[config.mk]
export PLATFORM = sky130hd
export DESIGN_NAME = sync_activity_interrupt_unit
export DESIGN_NICKNAME = d
export VERILOG_FILES = /design/src/inc/sync_activity_pkg.sv /design/src/inc/flag_if.sv /design/src/design/sync_activity_detector.sv /design/src/design/event_flag_bank.sv /design/src/design/sync_activity_interrupt_unit.sv
export SDC_FILE = /design/constraint.sdc
export NUM_CORES = 2
export LEC_CHECK = 0
export ABC_CLOCK_PERIOD_IN_PS = 3700
export BUFFER_PORTS_ARGS = -buffer_cell sky130_fd_sc_hd__buf_2
export CORE_ASPECT_RATIO = 0.5
export CORE_MARGIN = 2
export CORE_UTILIZATION = 60
export CTS_CLUSTER_DIAMETER = 150
export DETAILED_ROUTE_END_ITERATION = 6
export PLACE_DENSITY_LB_ADDON = 0.15
export SLEW_MARGIN = 25
export SYNTH_ARGS = -nofsm -noshare
export SYNTH_HDL_FRONTEND = slang
export SYNTH_HIERARCHICAL = 1
export SYNTH_SLANG_ARGS = --single-unit
[constraint.sdc]
create_clock -name clk_i -period 3.7 [get_ports clk_i]
set_clock_uncertainty 0.1 [all_clocks]
set_input_delay 0.37 -clock clk_i [delete_from_list [all_inputs] [get_ports clk_i]]
set_output_delay 0.37 -clock clk_i [all_outputs]
set_load 0.02 [all_outputs]
[src/inc/sync_activity_pkg.sv]
/*
 Constants shared by the sync activity and event flag logic: register
 indices, field positions, reset values and detector timing.
 Assumes a 100 MHz register clock and a 32-bit AXI4-Lite slave port.
*/
// Notes on behaviour
// - Channel 2/3 activity readable as one byte
// - Flags sticky until host writes one
// - Bits 0-3 set on channel sync change
// - Bit 4 set when selected sync disrupted
// - Bit 5 set when selected timing settles
// - Bit 6 set on every vertical sync
// - Bit 7 set when phase tuning finishes
// - Mask bits 0-3 gate channel interrupts
// - Mask bit 4 gates disruption interrupt
// - Mask bit 5 gates settled interrupt
// - Mask bit 6 gates vertical sync interrupt
// - Mask bit 7 gates phase tuning interrupt
// - Horizontal activity needs periodic, consistent, above 1kHz
// - Vertical activity needs periodic, consistent, above 20Hz
// - Green sync code 00, 01, 10
package sync_activity_pkg;
   localparam int AXI_ADDR_W = 8;
   localparam int IDX_W = 6;
   // Register indices; the byte address is four times the index.
   localparam logic [IDX_W-1:0] IDX_ACTIVITY = 6'h03;
   localparam logic [IDX_W-1:0] IDX_FLAGS = 6'h04;
   localparam logic [IDX_W-1:0] IDX_MASK = 6'h05;
   localparam logic [7:0] MASK_RST = 8'hFF;
   localparam logic [1:0] RESP_OKAY = 2'h0;
   localparam logic [1:0] RESP_SLVERR = 2'h2;
   // Activity byte layout per channel, channel 3 at +CH_STRIDE.
   localparam int ACT_H = 0;
   localparam int ACT_V = 1;
   localparam int ACT_G = 2;
   localparam int CH_STRIDE = 4;
   localparam logic [1:0] GREEN_NONE = 2'h0;
   localparam logic [1:0] GREEN_RANDOM = 2'h1;
   localparam logic [1:0] GREEN_PERIODIC = 2'h2;
   // Event flag positions.
   localparam int CHAN0_SYNC_EVENT = 0;
   localparam int FLAG_DISRUPTED = 4;
   localparam int FLAG_SETTLED = 5;
   localparam int FLAG_VSYNC = 6;
   localparam int PHASE_TUNE_DONE_FLAG = 7;
   // Detector timing: a whole period must be shorter than this.
   localparam int unsigned CLK_HZ = 100_000_000;
   localparam int unsigned HS_MIN_HZ = 1000;
   localparam int unsigned VS_MIN_HZ = 20;
   localparam int unsigned HS_TIMEOUT_CYC = CLK_HZ / HS_MIN_HZ;
   localparam int unsigned VS_TIMEOUT_CYC = CLK_HZ / VS_MIN_HZ;
   localparam int unsigned PHASE_TOL_CYC = 4;
endpackage : sync_activity_pkg

[src/inc/flag_if.sv]
/*
 Carrier between the register front end and the event flag bank.
 Assumes both ends run on the same clock.
*/
`timescale 1ns/1ps
interface flag_if;
   logic [7:0] set;
   logic [7:0] clr;
   logic [7:0] mask;
   logic [7:0] flags;
   logic irq;
   modport bank (input set, input clr, input mask,
                 output flags, output irq);
   modport ctrl (output set, output clr, output mask,
                 input flags, input irq);
endinterface : flag_if

[src/design/sync_activity_detector.sv]
/*
 Activity detector for one sync input: reports transitions seen and a
 periodic signal with steady high and low times and a short period.
 Assumes an asynchronous pin; it is synchronised here.
*/
`timescale 1ns/1ps
module sync_activity_detector #(
   parameter int unsigned TIMEOUT = 100000,
   parameter int unsigned TOL = 4
) (
   input wire logic clk_i,
   input wire logic nrst_i,
   input wire logic sync_i,
   output logic seen_o,
   output logic periodic_o
);
   localparam int CW = $clog2(TIMEOUT + 1);
   typedef logic [CW-1:0] cnt_t;
   localparam cnt_t TMO = cnt_t'(TIMEOUT);

   function automatic logic near(cnt_t a, cnt_t b);
      cnt_t d;
      d = (a > b) ? a - b : b - a;
      return d <= cnt_t'(TOL);
   endfunction : near

   logic [2:0] s_q, s_d;
   cnt_t ph_q, ph_d, per_q, per_d, hi_q, hi_d, lo_q, lo_d;
   logic hi_ok_q, hi_ok_d, lo_ok_q, lo_ok_d;
   logic seen_q, seen_d, per_ok_q, per_ok_d;
   logic edge_s, rise_s;

   always_comb begin
      s_d = {s_q[1:0], sync_i};
      edge_s = s_q[1] ^ s_q[2];
      rise_s = s_q[1] & ~s_q[2];
      ph_d = (ph_q == TMO) ? ph_q : ph_q + cnt_t'(1);
      per_d = (per_q == TMO) ? per_q : per_q + cnt_t'(1);
      hi_d = hi_q;
      lo_d = lo_q;
      hi_ok_d = hi_ok_q;
      lo_ok_d = lo_ok_q;
      seen_d = seen_q;
      per_ok_d = per_ok_q;
      // no rise for a whole period drops the verdict.
      if (per_q == TMO) begin
         per_ok_d = 1'b0;
         hi_ok_d = 1'b0;
         lo_ok_d = 1'b0;
      end
      // Seen lapses on quiet time, so a lone edge after idle still counts.
      if (ph_q == TMO) begin
         seen_d = 1'b0;
      end
      if (edge_s) begin
         ph_d = '0;
         seen_d = 1'b1;
         if (rise_s) begin
            lo_d = ph_q;
            lo_ok_d = near(ph_q, lo_q);
         end else begin
            hi_d = ph_q;
            hi_ok_d = near(ph_q, hi_q);
         end
      end
      if (rise_s) begin
         per_d = '0;
         per_ok_d = per_q < TMO;
      end
   end

   always_ff @(posedge clk_i or negedge nrst_i) begin
      if (!nrst_i) begin
         s_q <= '0;
         ph_q <= '0;
         per_q <= '0;
         hi_q <= '0;
         lo_q <= '0;
         hi_ok_q <= 1'b0;
         lo_ok_q <= 1'b0;
         seen_q <= 1'b0;
         per_ok_q <= 1'b0;
      end else begin
         s_q <= s_d;
         ph_q <= ph_d;
         per_q <= per_d;
         hi_q <= hi_d;
         lo_q <= lo_d;
         hi_ok_q <= hi_ok_d;
         lo_ok_q <= lo_ok_d;
         seen_q <= seen_d;
         per_ok_q <= per_ok_d;
      end
   end

   assign seen_o = seen_q;
   // periodic needs steady phases and period.
   assign periodic_o = seen_q & per_ok_q & hi_ok_q & lo_ok_q;
endmodule : sync_activity_detector

[src/design/event_flag_bank.sv]
/*
 Sticky write-one-to-clear event flags and the masked interrupt.
 Assumes set pulses and clear masks on the same clock.
*/
`timescale 1ns/1ps
module event_flag_bank (
   input wire logic clk_i,
   input wire logic nrst_i,
   flag_if.bank fb
);
   logic [7:0] flags_q, flags_d;
   logic irq_q, irq_d;

   always_comb begin
      // set wins over a clear in the same cycle.
      flags_d = (flags_q & ~fb.clr) | fb.set;
      // a mask bit of one blocks its flag.
      irq_d = |(flags_q & ~fb.mask);
   end

   always_ff @(posedge clk_i or negedge nrst_i) begin
      if (!nrst_i) begin
         flags_q <= '0;
         irq_q <= 1'b0;
      end else begin
         flags_q <= flags_d;
         irq_q <= irq_d;
      end
   end

   assign fb.flags = flags_q;
   assign fb.irq = irq_q;
endmodule : event_flag_bank

[src/design/sync_activity_interrupt_unit.sv]
/*
 Sync activity status for channels 2 and 3, sticky event flags with a
 mask, and the interrupt toward the host, behind an AXI4-Lite slave.
 Assumes event pulses come from logic on clk_i; the sync pins are
 asynchronous and are synchronised inside the detectors.
*/
// Added by the designer: register access over AXI4-Lite.
`timescale 1ns/1ps
module sync_activity_interrupt_unit #(
   parameter int unsigned HS_TIMEOUT_CYC =
      sync_activity_pkg::HS_TIMEOUT_CYC,
   parameter int unsigned VS_TIMEOUT_CYC =
      sync_activity_pkg::VS_TIMEOUT_CYC
) (
   input wire logic clk_i,
   input wire logic nrst_i,
   input wire logic [sync_activity_pkg::AXI_ADDR_W-1:0] awaddr_i,
   input wire logic awvalid_i,
   output logic awready_o,
   input wire logic [31:0] wdata_i,
   input wire logic [3:0] wstrb_i,
   input wire logic wvalid_i,
   output logic wready_o,
   output logic [1:0] bresp_o,
   output logic bvalid_o,
   input wire logic bready_i,
   input wire logic [sync_activity_pkg::AXI_ADDR_W-1:0] araddr_i,
   input wire logic arvalid_i,
   output logic arready_o,
   output logic [31:0] rdata_o,
   output logic [1:0] rresp_o,
   output logic rvalid_o,
   input wire logic rready_i,
   input wire logic [1:0] hsync_pin_i,
   input wire logic [1:0] vsync_pin_i,
   input wire logic [1:0] green_embedded_sync_i,
   input wire logic [3:0] chan_sync_event_i,
   input wire logic input_disrupted_i,
   input wire logic input_settled_i,
   input wire logic vsync_event_i,
   input wire logic phase_tune_done_i,
   output logic irq_o
);
   import sync_activity_pkg::*;

   flag_if flg ();

   // Detector order per channel: horizontal, vertical, green.
   logic [5:0] raw_s;
   logic [5:0] seen_s;
   logic [5:0] periodic_s;

   logic [7:0] act_q, act_d;
   logic [7:0] mask_q, mask_d;
   logic [7:0] ev_s;
   logic [7:0] clr_s;

   logic awready_q, awready_d;
   logic aw_full_q, aw_full_d;
   logic [IDX_W-1:0] widx_q, widx_d;
   logic wready_q, wready_d;
   logic w_full_q, w_full_d;
   logic [7:0] wbyte_q, wbyte_d;
   logic wlane_q, wlane_d;
   logic bvalid_q, bvalid_d;
   logic [1:0] bresp_q, bresp_d;
   logic do_wr;
   logic aw_take;
   logic w_take;

   logic arready_q, arready_d;
   logic rvalid_q, rvalid_d;
   logic [31:0] rdata_q, rdata_d;
   logic [1:0] rresp_q, rresp_d;
   logic ar_take;
   logic [IDX_W-1:0] ridx;

   logic irq_q, irq_d;

   assign raw_s = {green_embedded_sync_i[1], vsync_pin_i[1],
                   hsync_pin_i[1], green_embedded_sync_i[0],
                   vsync_pin_i[0], hsync_pin_i[0]};

   // Vertical inputs get the long timeout, the others the short one.
   genvar k;
   generate
      for (k = 0; k < 6; k++) begin : g_det
         sync_activity_detector #(
            .TIMEOUT((k % 3 == 1) ? VS_TIMEOUT_CYC : HS_TIMEOUT_CYC),
            .TOL(PHASE_TOL_CYC)
         ) u_det (
            .clk_i(clk_i),
            .nrst_i(nrst_i),
            .sync_i(raw_s[k]),
            .seen_o(seen_s[k]),
            .periodic_o(periodic_s[k])
         );
      end
   endgenerate

   always_comb begin
      act_d = '0;
      for (int c = 0; c < 2; c++) begin
         act_d[c*CH_STRIDE+ACT_H] = periodic_s[c*3];
         act_d[c*CH_STRIDE+ACT_V] = periodic_s[c*3+1];
         if (periodic_s[c*3+2]) begin
            act_d[c*CH_STRIDE+ACT_G +: 2] = GREEN_PERIODIC;
         end else if (seen_s[c*3+2]) begin
            act_d[c*CH_STRIDE+ACT_G +: 2] = GREEN_RANDOM;
         end else begin
            act_d[c*CH_STRIDE+ACT_G +: 2] = GREEN_NONE;
         end
      end
   end

   always_ff @(posedge clk_i or negedge nrst_i) begin
      if (!nrst_i) begin
         act_q <= '0;
      end else begin
         act_q <= act_d;
      end
   end

   always_comb begin
      ev_s = '0;
      // channel change pulses set bits 0-3.
      ev_s[CHAN0_SYNC_EVENT +: 4] = chan_sync_event_i;
      // local activity changes on channels 2 and 3.
      for (int c = 0; c < 2; c++) begin
         if (act_d[c*CH_STRIDE +: CH_STRIDE] !=
             act_q[c*CH_STRIDE +: CH_STRIDE]) begin
            ev_s[CHAN0_SYNC_EVENT+2+c] = 1'b1;
         end
      end
      ev_s[FLAG_DISRUPTED] = input_disrupted_i;
      ev_s[FLAG_SETTLED] = input_settled_i;
      ev_s[FLAG_VSYNC] = vsync_event_i;
      ev_s[PHASE_TUNE_DONE_FLAG] = phase_tune_done_i;
   end

   always_comb begin
      clr_s = '0;
      // writing one clears, zero leaves the flag.
      if (do_wr && widx_q == IDX_FLAGS && wlane_q) begin
         clr_s = wbyte_q;
      end
   end

   assign flg.set = ev_s;
   assign flg.clr = clr_s;
   // per-bit mask gates channel flags and the rest alike.
   assign flg.mask = mask_q;

   event_flag_bank u_bank (
      .clk_i(clk_i),
      .nrst_i(nrst_i),
      .fb(flg.bank)
   );

   // Write path: address and data are taken in either order and the
   // write is performed in the first cycle that both are held.
   always_comb begin
      aw_take = awvalid_i & awready_q;
      w_take = wvalid_i & wready_q;
      do_wr = aw_full_q & w_full_q & ~bvalid_q;
      widx_d = aw_take ? awaddr_i[AXI_ADDR_W-1:2] : widx_q;
      wbyte_d = w_take ? wdata_i[7:0] : wbyte_q;
      wlane_d = w_take ? wstrb_i[0] : wlane_q;
      aw_full_d = do_wr ? 1'b0 : (aw_full_q | aw_take);
      w_full_d = do_wr ? 1'b0 : (w_full_q | w_take);
      bvalid_d = do_wr | (bvalid_q & ~bready_i);
      awready_d = ~aw_full_d & ~bvalid_d;
      wready_d = ~w_full_d & ~bvalid_d;
      bresp_d = bresp_q;
      mask_d = mask_q;
      if (do_wr) begin
         bresp_d = RESP_OKAY;
         case (widx_q)
            IDX_ACTIVITY: bresp_d = RESP_OKAY;
            IDX_FLAGS: bresp_d = RESP_OKAY;
            IDX_MASK: begin
               if (wlane_q) begin
                  mask_d = wbyte_q;
               end
            end
            default: bresp_d = RESP_SLVERR;
         endcase
      end
   end

   always_ff @(posedge clk_i or negedge nrst_i) begin
      if (!nrst_i) begin
         awready_q <= 1'b0;
         aw_full_q <= 1'b0;
         widx_q <= '0;
         wready_q <= 1'b0;
         w_full_q <= 1'b0;
         wbyte_q <= '0;
         wlane_q <= 1'b0;
         bvalid_q <= 1'b0;
         bresp_q <= RESP_OKAY;
         mask_q <= MASK_RST;
      end else begin
         awready_q <= awready_d;
         aw_full_q <= aw_full_d;
         widx_q <= widx_d;
         wready_q <= wready_d;
         w_full_q <= w_full_d;
         wbyte_q <= wbyte_d;
         wlane_q <= wlane_d;
         bvalid_q <= bvalid_d;
         bresp_q <= bresp_d;
         mask_q <= mask_d;
      end
   end

   // Read path: data is sampled at the address edge, so a flag set in
   // the same cycle shows on the next read.
   always_comb begin
      ar_take = arvalid_i & arready_q;
      ridx = araddr_i[AXI_ADDR_W-1:2];
      rvalid_d = ar_take | (rvalid_q & ~rready_i);
      arready_d = ~rvalid_d;
      rdata_d = rdata_q;
      rresp_d = rresp_q;
      if (ar_take) begin
         rdata_d = '0;
         rresp_d = RESP_OKAY;
         case (ridx)
            // channel 2 and 3 activity byte.
            IDX_ACTIVITY: rdata_d[7:0] = act_q;
            IDX_FLAGS: rdata_d[7:0] = flg.flags;
            IDX_MASK: rdata_d[7:0] = mask_q;
            default: rresp_d = RESP_SLVERR;
         endcase
      end
   end

   always_ff @(posedge clk_i or negedge nrst_i) begin
      if (!nrst_i) begin
         arready_q <= 1'b0;
         rvalid_q <= 1'b0;
         rdata_q <= '0;
         rresp_q <= RESP_OKAY;
      end else begin
         arready_q <= arready_d;
         rvalid_q <= rvalid_d;
         rdata_q <= rdata_d;
         rresp_q <= rresp_d;
      end
   end

   // The bank's interrupt is already a flop; this stage keeps the
   // top output on a flop of its own at the cost of one cycle.
   always_comb begin
      // masked flags never reach the pin.
      // phase tuning flag follows its mask too.
      irq_d = flg.irq;
   end

   always_ff @(posedge clk_i or negedge nrst_i) begin
      if (!nrst_i) begin
         irq_q <= 1'b0;
      end else begin
         irq_q <= irq_d;
      end
   end

   assign awready_o = awready_q;
   assign wready_o = wready_q;
   assign bresp_o = bresp_q;
   assign bvalid_o = bvalid_q;
   assign arready_o = arready_q;
   assign rdata_o = rdata_q;
   assign rresp_o = rresp_q;
   assign rvalid_o = rvalid_q;
   assign irq_o = irq_q;
endmodule : sync_activity_interrupt_unit

==> impl_metrics.tcl <==
set metrics [dict create \
    status "complete, but fails checks" \
    violations "DRC" \
    cp_max_fo 12 \
    cpMaxStageDelayCell "or4_1" \
    wire_per_inst_um 18.00 \
    yosysTopAreaCellShare_pct 29.96 \
    areaGrowthSynthToFinish_pct 12.68 \
    start_util_pct 60.76 \
    portBuffers 57 \
    n_fill_cell 6226 \
    dp_hpwl_mm 95.39 \
    leakage_uw 0.02420 \
    gp_congestion 0.9683 \
    grt_use_total_pct 30.90 \
    ir_drop_mv 0.3034 \
    whs_ps 147.9 \
    final_common_cell "dfrtp_1" \
    postSynthAreaPerCell_um2 8.250 \
    dp.cells 6763 \
    vias 41010 \
    slowest_delay_ps 530 \
    multi_input_area_um2 29170 \
    crit_path_start_kind "flip-flop" \
    worst-setup-path-type "flip-flop to flip-flop" \
    maxCapViolations 0 \
    fp.dieW_um 394.6 \
    critPathArrivalTime_ps 4030 \
    cts_root_buffer "clkbuf_16" \
    drtIter0Drc 2804 \
    fin_util_pct 68.46 \
    relSlewSlack_pct 40.29 \
    grt_pass1_vias 39520 \
    rows 71 \
    setup_viol 0 \
    syn_inst 5548 \
    post_synth_num_cell_types 97 \
    drc 7 \
    core_area_um2 75330 \
    worstHoldPathType "input port to flip-flop" \
    nets 6389 \
    required_ps 4130 \
    yosysTopAreaCell "dfrtp_1" \
    first_pass_iters 7 \
    rsz0062_at_grt "yes" \
    syn_area_um2 45770 \
    drive_gt1_share_pct 12.13 \
    ys_warn_count 6 \
    clock_latency_ps 640 \
    finalCriticalPeriod_ps 3601 \
    maxSlewViolCount 0 \
    crit_top_cell "buf_4" \
    clk_pin_slew_ps 70 \
    final_cell_mix "dfrtp_1 (548), nand2_1 (538), ha_1 (471)" \
    synth_seq_area_share_pct 30.42 \
    fin_cells 6901 \
    grt_pass1_wl_mm 201.2 \
    antenna_found_initial 0 \
    ys_seq_elements 556 \
    end_kind "flip-flop" \
    hold_viol_final 0 \
    synth_flop_cell "dfrtp_1" \
    post_synth_main_area_contributors "dfrtp_1 (30%), ha_1 (13%), o21ai_0 (4.9%), xnor2_1 (4.8%), nand2_1 (4.4%)" \
    fp.dieH_um 199.3 \
    tns_ps 0 \
    h-tree-depth 2 \
    overflow 0 \
    finalCritPeriodShare_pct 97.33 \
    drt-vias-per-instance 5.942 \
    worst_slew_pin_slew_ps 892.3 \
    power.density_nw_per_um2 439.2 \
    grt_max_degree 84 \
    max_clock_freq_ghz 0.2777 \
    synth_edf_count 0 \
    ios 115 \
    cts_max_path_buffers 3 \
    finalWirelength_mm 124.2 \
    seqCellArea_um2 13920 \
    die_area_um2 78640 \
    cts_tree "yes" \
    cts.sinks 556 \
    crit_chain "buf_4 -> ha_1 -> a21oi_4 -> a21oi_1 -> or2_4 -> a222oi_1 -> buf_4 -> a21boi_4 -> buf_6 -> or4_1 -> o31ai_1 -> xnor2_1 -> nor4_2 -> nand4_1 -> o22ai_1" \
    ant_nets 0 \
    cts_buffers 52 \
    async_flop_share_pct 100.0 \
]
-- worst max-delay path, delay by kind of cell (launching register included) --
family                   cells  cell delay (ps)
buffers and inverters        3              520
flip-flops                   1              380
AO/OA/AOI/OAI                6             1010
AND/OR/NAND/NOR              4             1080
XOR/XNOR                     1              140
adder cells (fa/ha/maj)      1              270
-- cell usage after synthesis (24+ instances only) --
master and n:
a211oi_1 32, a21o_1 104, a21oi_1 403, a31oi_1 27, and2_1 143, and3_1 65, and4_1 25, buf_2 57
buf_4 34, clkbuf_1 167, dfrtp_1 548, ha_1 480, inv_1 467, mux2_2 33, mux2i_1 60, nand2_1 540
nand2b_1 52, nand3_1 203, nand4_1 91, nor2_1 283, nor2b_1 66, nor3_1 108, nor4_1 57, o2111ai_1 24
o211ai_1 48, o21a_1 33, o21ai_0 448, o21ai_1 26, o21bai_1 57, o221ai_1 31, o31ai_1 24, or2_2 38
or3_1 40, or4_1 26, xnor2_1 249, xor2_1 154
-- power by group --
group,leakage [uW],internal [uW],switching (uW)
Combinational,0.0159,4560,5590
Clock,0.000883,3240,2530
Sequential,0.00746,6440,298
Total,0.0242,14200,8420
-- flip-flops by register name (all words and copies together), names as in the netlist, 8 cells and up --
signal / cells
g_det.u_det/lo_q: 114
flg.mask: 8
rdata_o: 8
g_det.u_det/s_q: 18
g_det.u_det/hi_q: 114
g_det.u_det/per_q: 114
g_det.u_det/ph_q: 114
wbyte_q: 8
u_bank/fb.flags: 8
act_q: 8
-- area by class of cell --
cell class / count / area share [%]
clock inverters: 19 / 0.4367
clock buffers: 76 / 3.049
flip-flops and latches: 556 / 27.00
inverters: 468 / 3.406
repair buffers: 476 / 7.057
diodes: 2 / 0.009704
multi-input cells: 4282 / 56.57
well taps: 1022 / 2.479
-- through the flow --
stage	total power, uW	setup slack [ps]	cell area, um2
3_5_place_dp	16490	-64.18	49110
3_3_place_gp	16340	-5.907	49110
5_1_grt	23930	-77.27	51570
6_report	22650	98.64	51580
4_1_cts	22410	1.195	51300
2_1_floorplan	13790	297.1	45870
-- layer usage --
layer  vias to the layer above  GRT usage (%)  wire [um]
met1                     19760          42.65      57480
li1                      19920              -          -
met3                       195          3.710       6572
met2                      1127          51.08      56570
met4                         0          9.429       3566
met5                         -              0          0
-- cells by family after synthesis --
logic type | after synthesis | synth area share (%)
other | 1 | 0.008193
adder cells (fa/ha/maj) | 480 | 13.12
buffers and inverters | 735 | 6.602
multiplexers | 93 | 2.124
AO/OA/AOI/OAI | 1463 | 19.88
flip-flops | 556 | 30.42
XOR/XNOR | 403 | 7.711
AND/OR/NAND/NOR | 1817 | 20.13
-- final timing paths --
check | startpoint | to | slack [ps] | cells past startpoint
worst max-delay path | g_det[4].u_det/ph_q[1]$_DFFE_PN0P_ | g_det[4].u_det/hi_ok_q$_DFF_PN0_ | 100 | 15
worst min-delay path | arvalid_i | rvalid_o$_DFF_PN0_ | 150 | 4
worst max register to register | g_det[4].u_det/ph_q[1]$_DFFE_PN0P_ | g_det[4].u_det/hi_ok_q$_DFF_PN0_ | 100 | 15
worst min register to register | g_det[2].u_det/s_q[0]$_DFF_PN0_ | g_det[2].u_det/s_q[1]$_DFF_PN0_ | 230 | 0
max in group asynchronous | nrst_i | flg.mask[0]$_DFFE_PN1P_ | 2230 | 3
min in group asynchronous | nrst_i | g_det[0].u_det/hi_q[11]$_DFFE_PN0P_ | 240 | 2
-- timing repair --
item,CTS,global route
setup endpoints to repair,3,5
pin swaps,2,15
resized for setup,2,49
buffers inserted,2,3
endpoints found under the hold margin,105,0
hold buffers,35,0
Note: power is estimated with default switching activity, not from simulation.
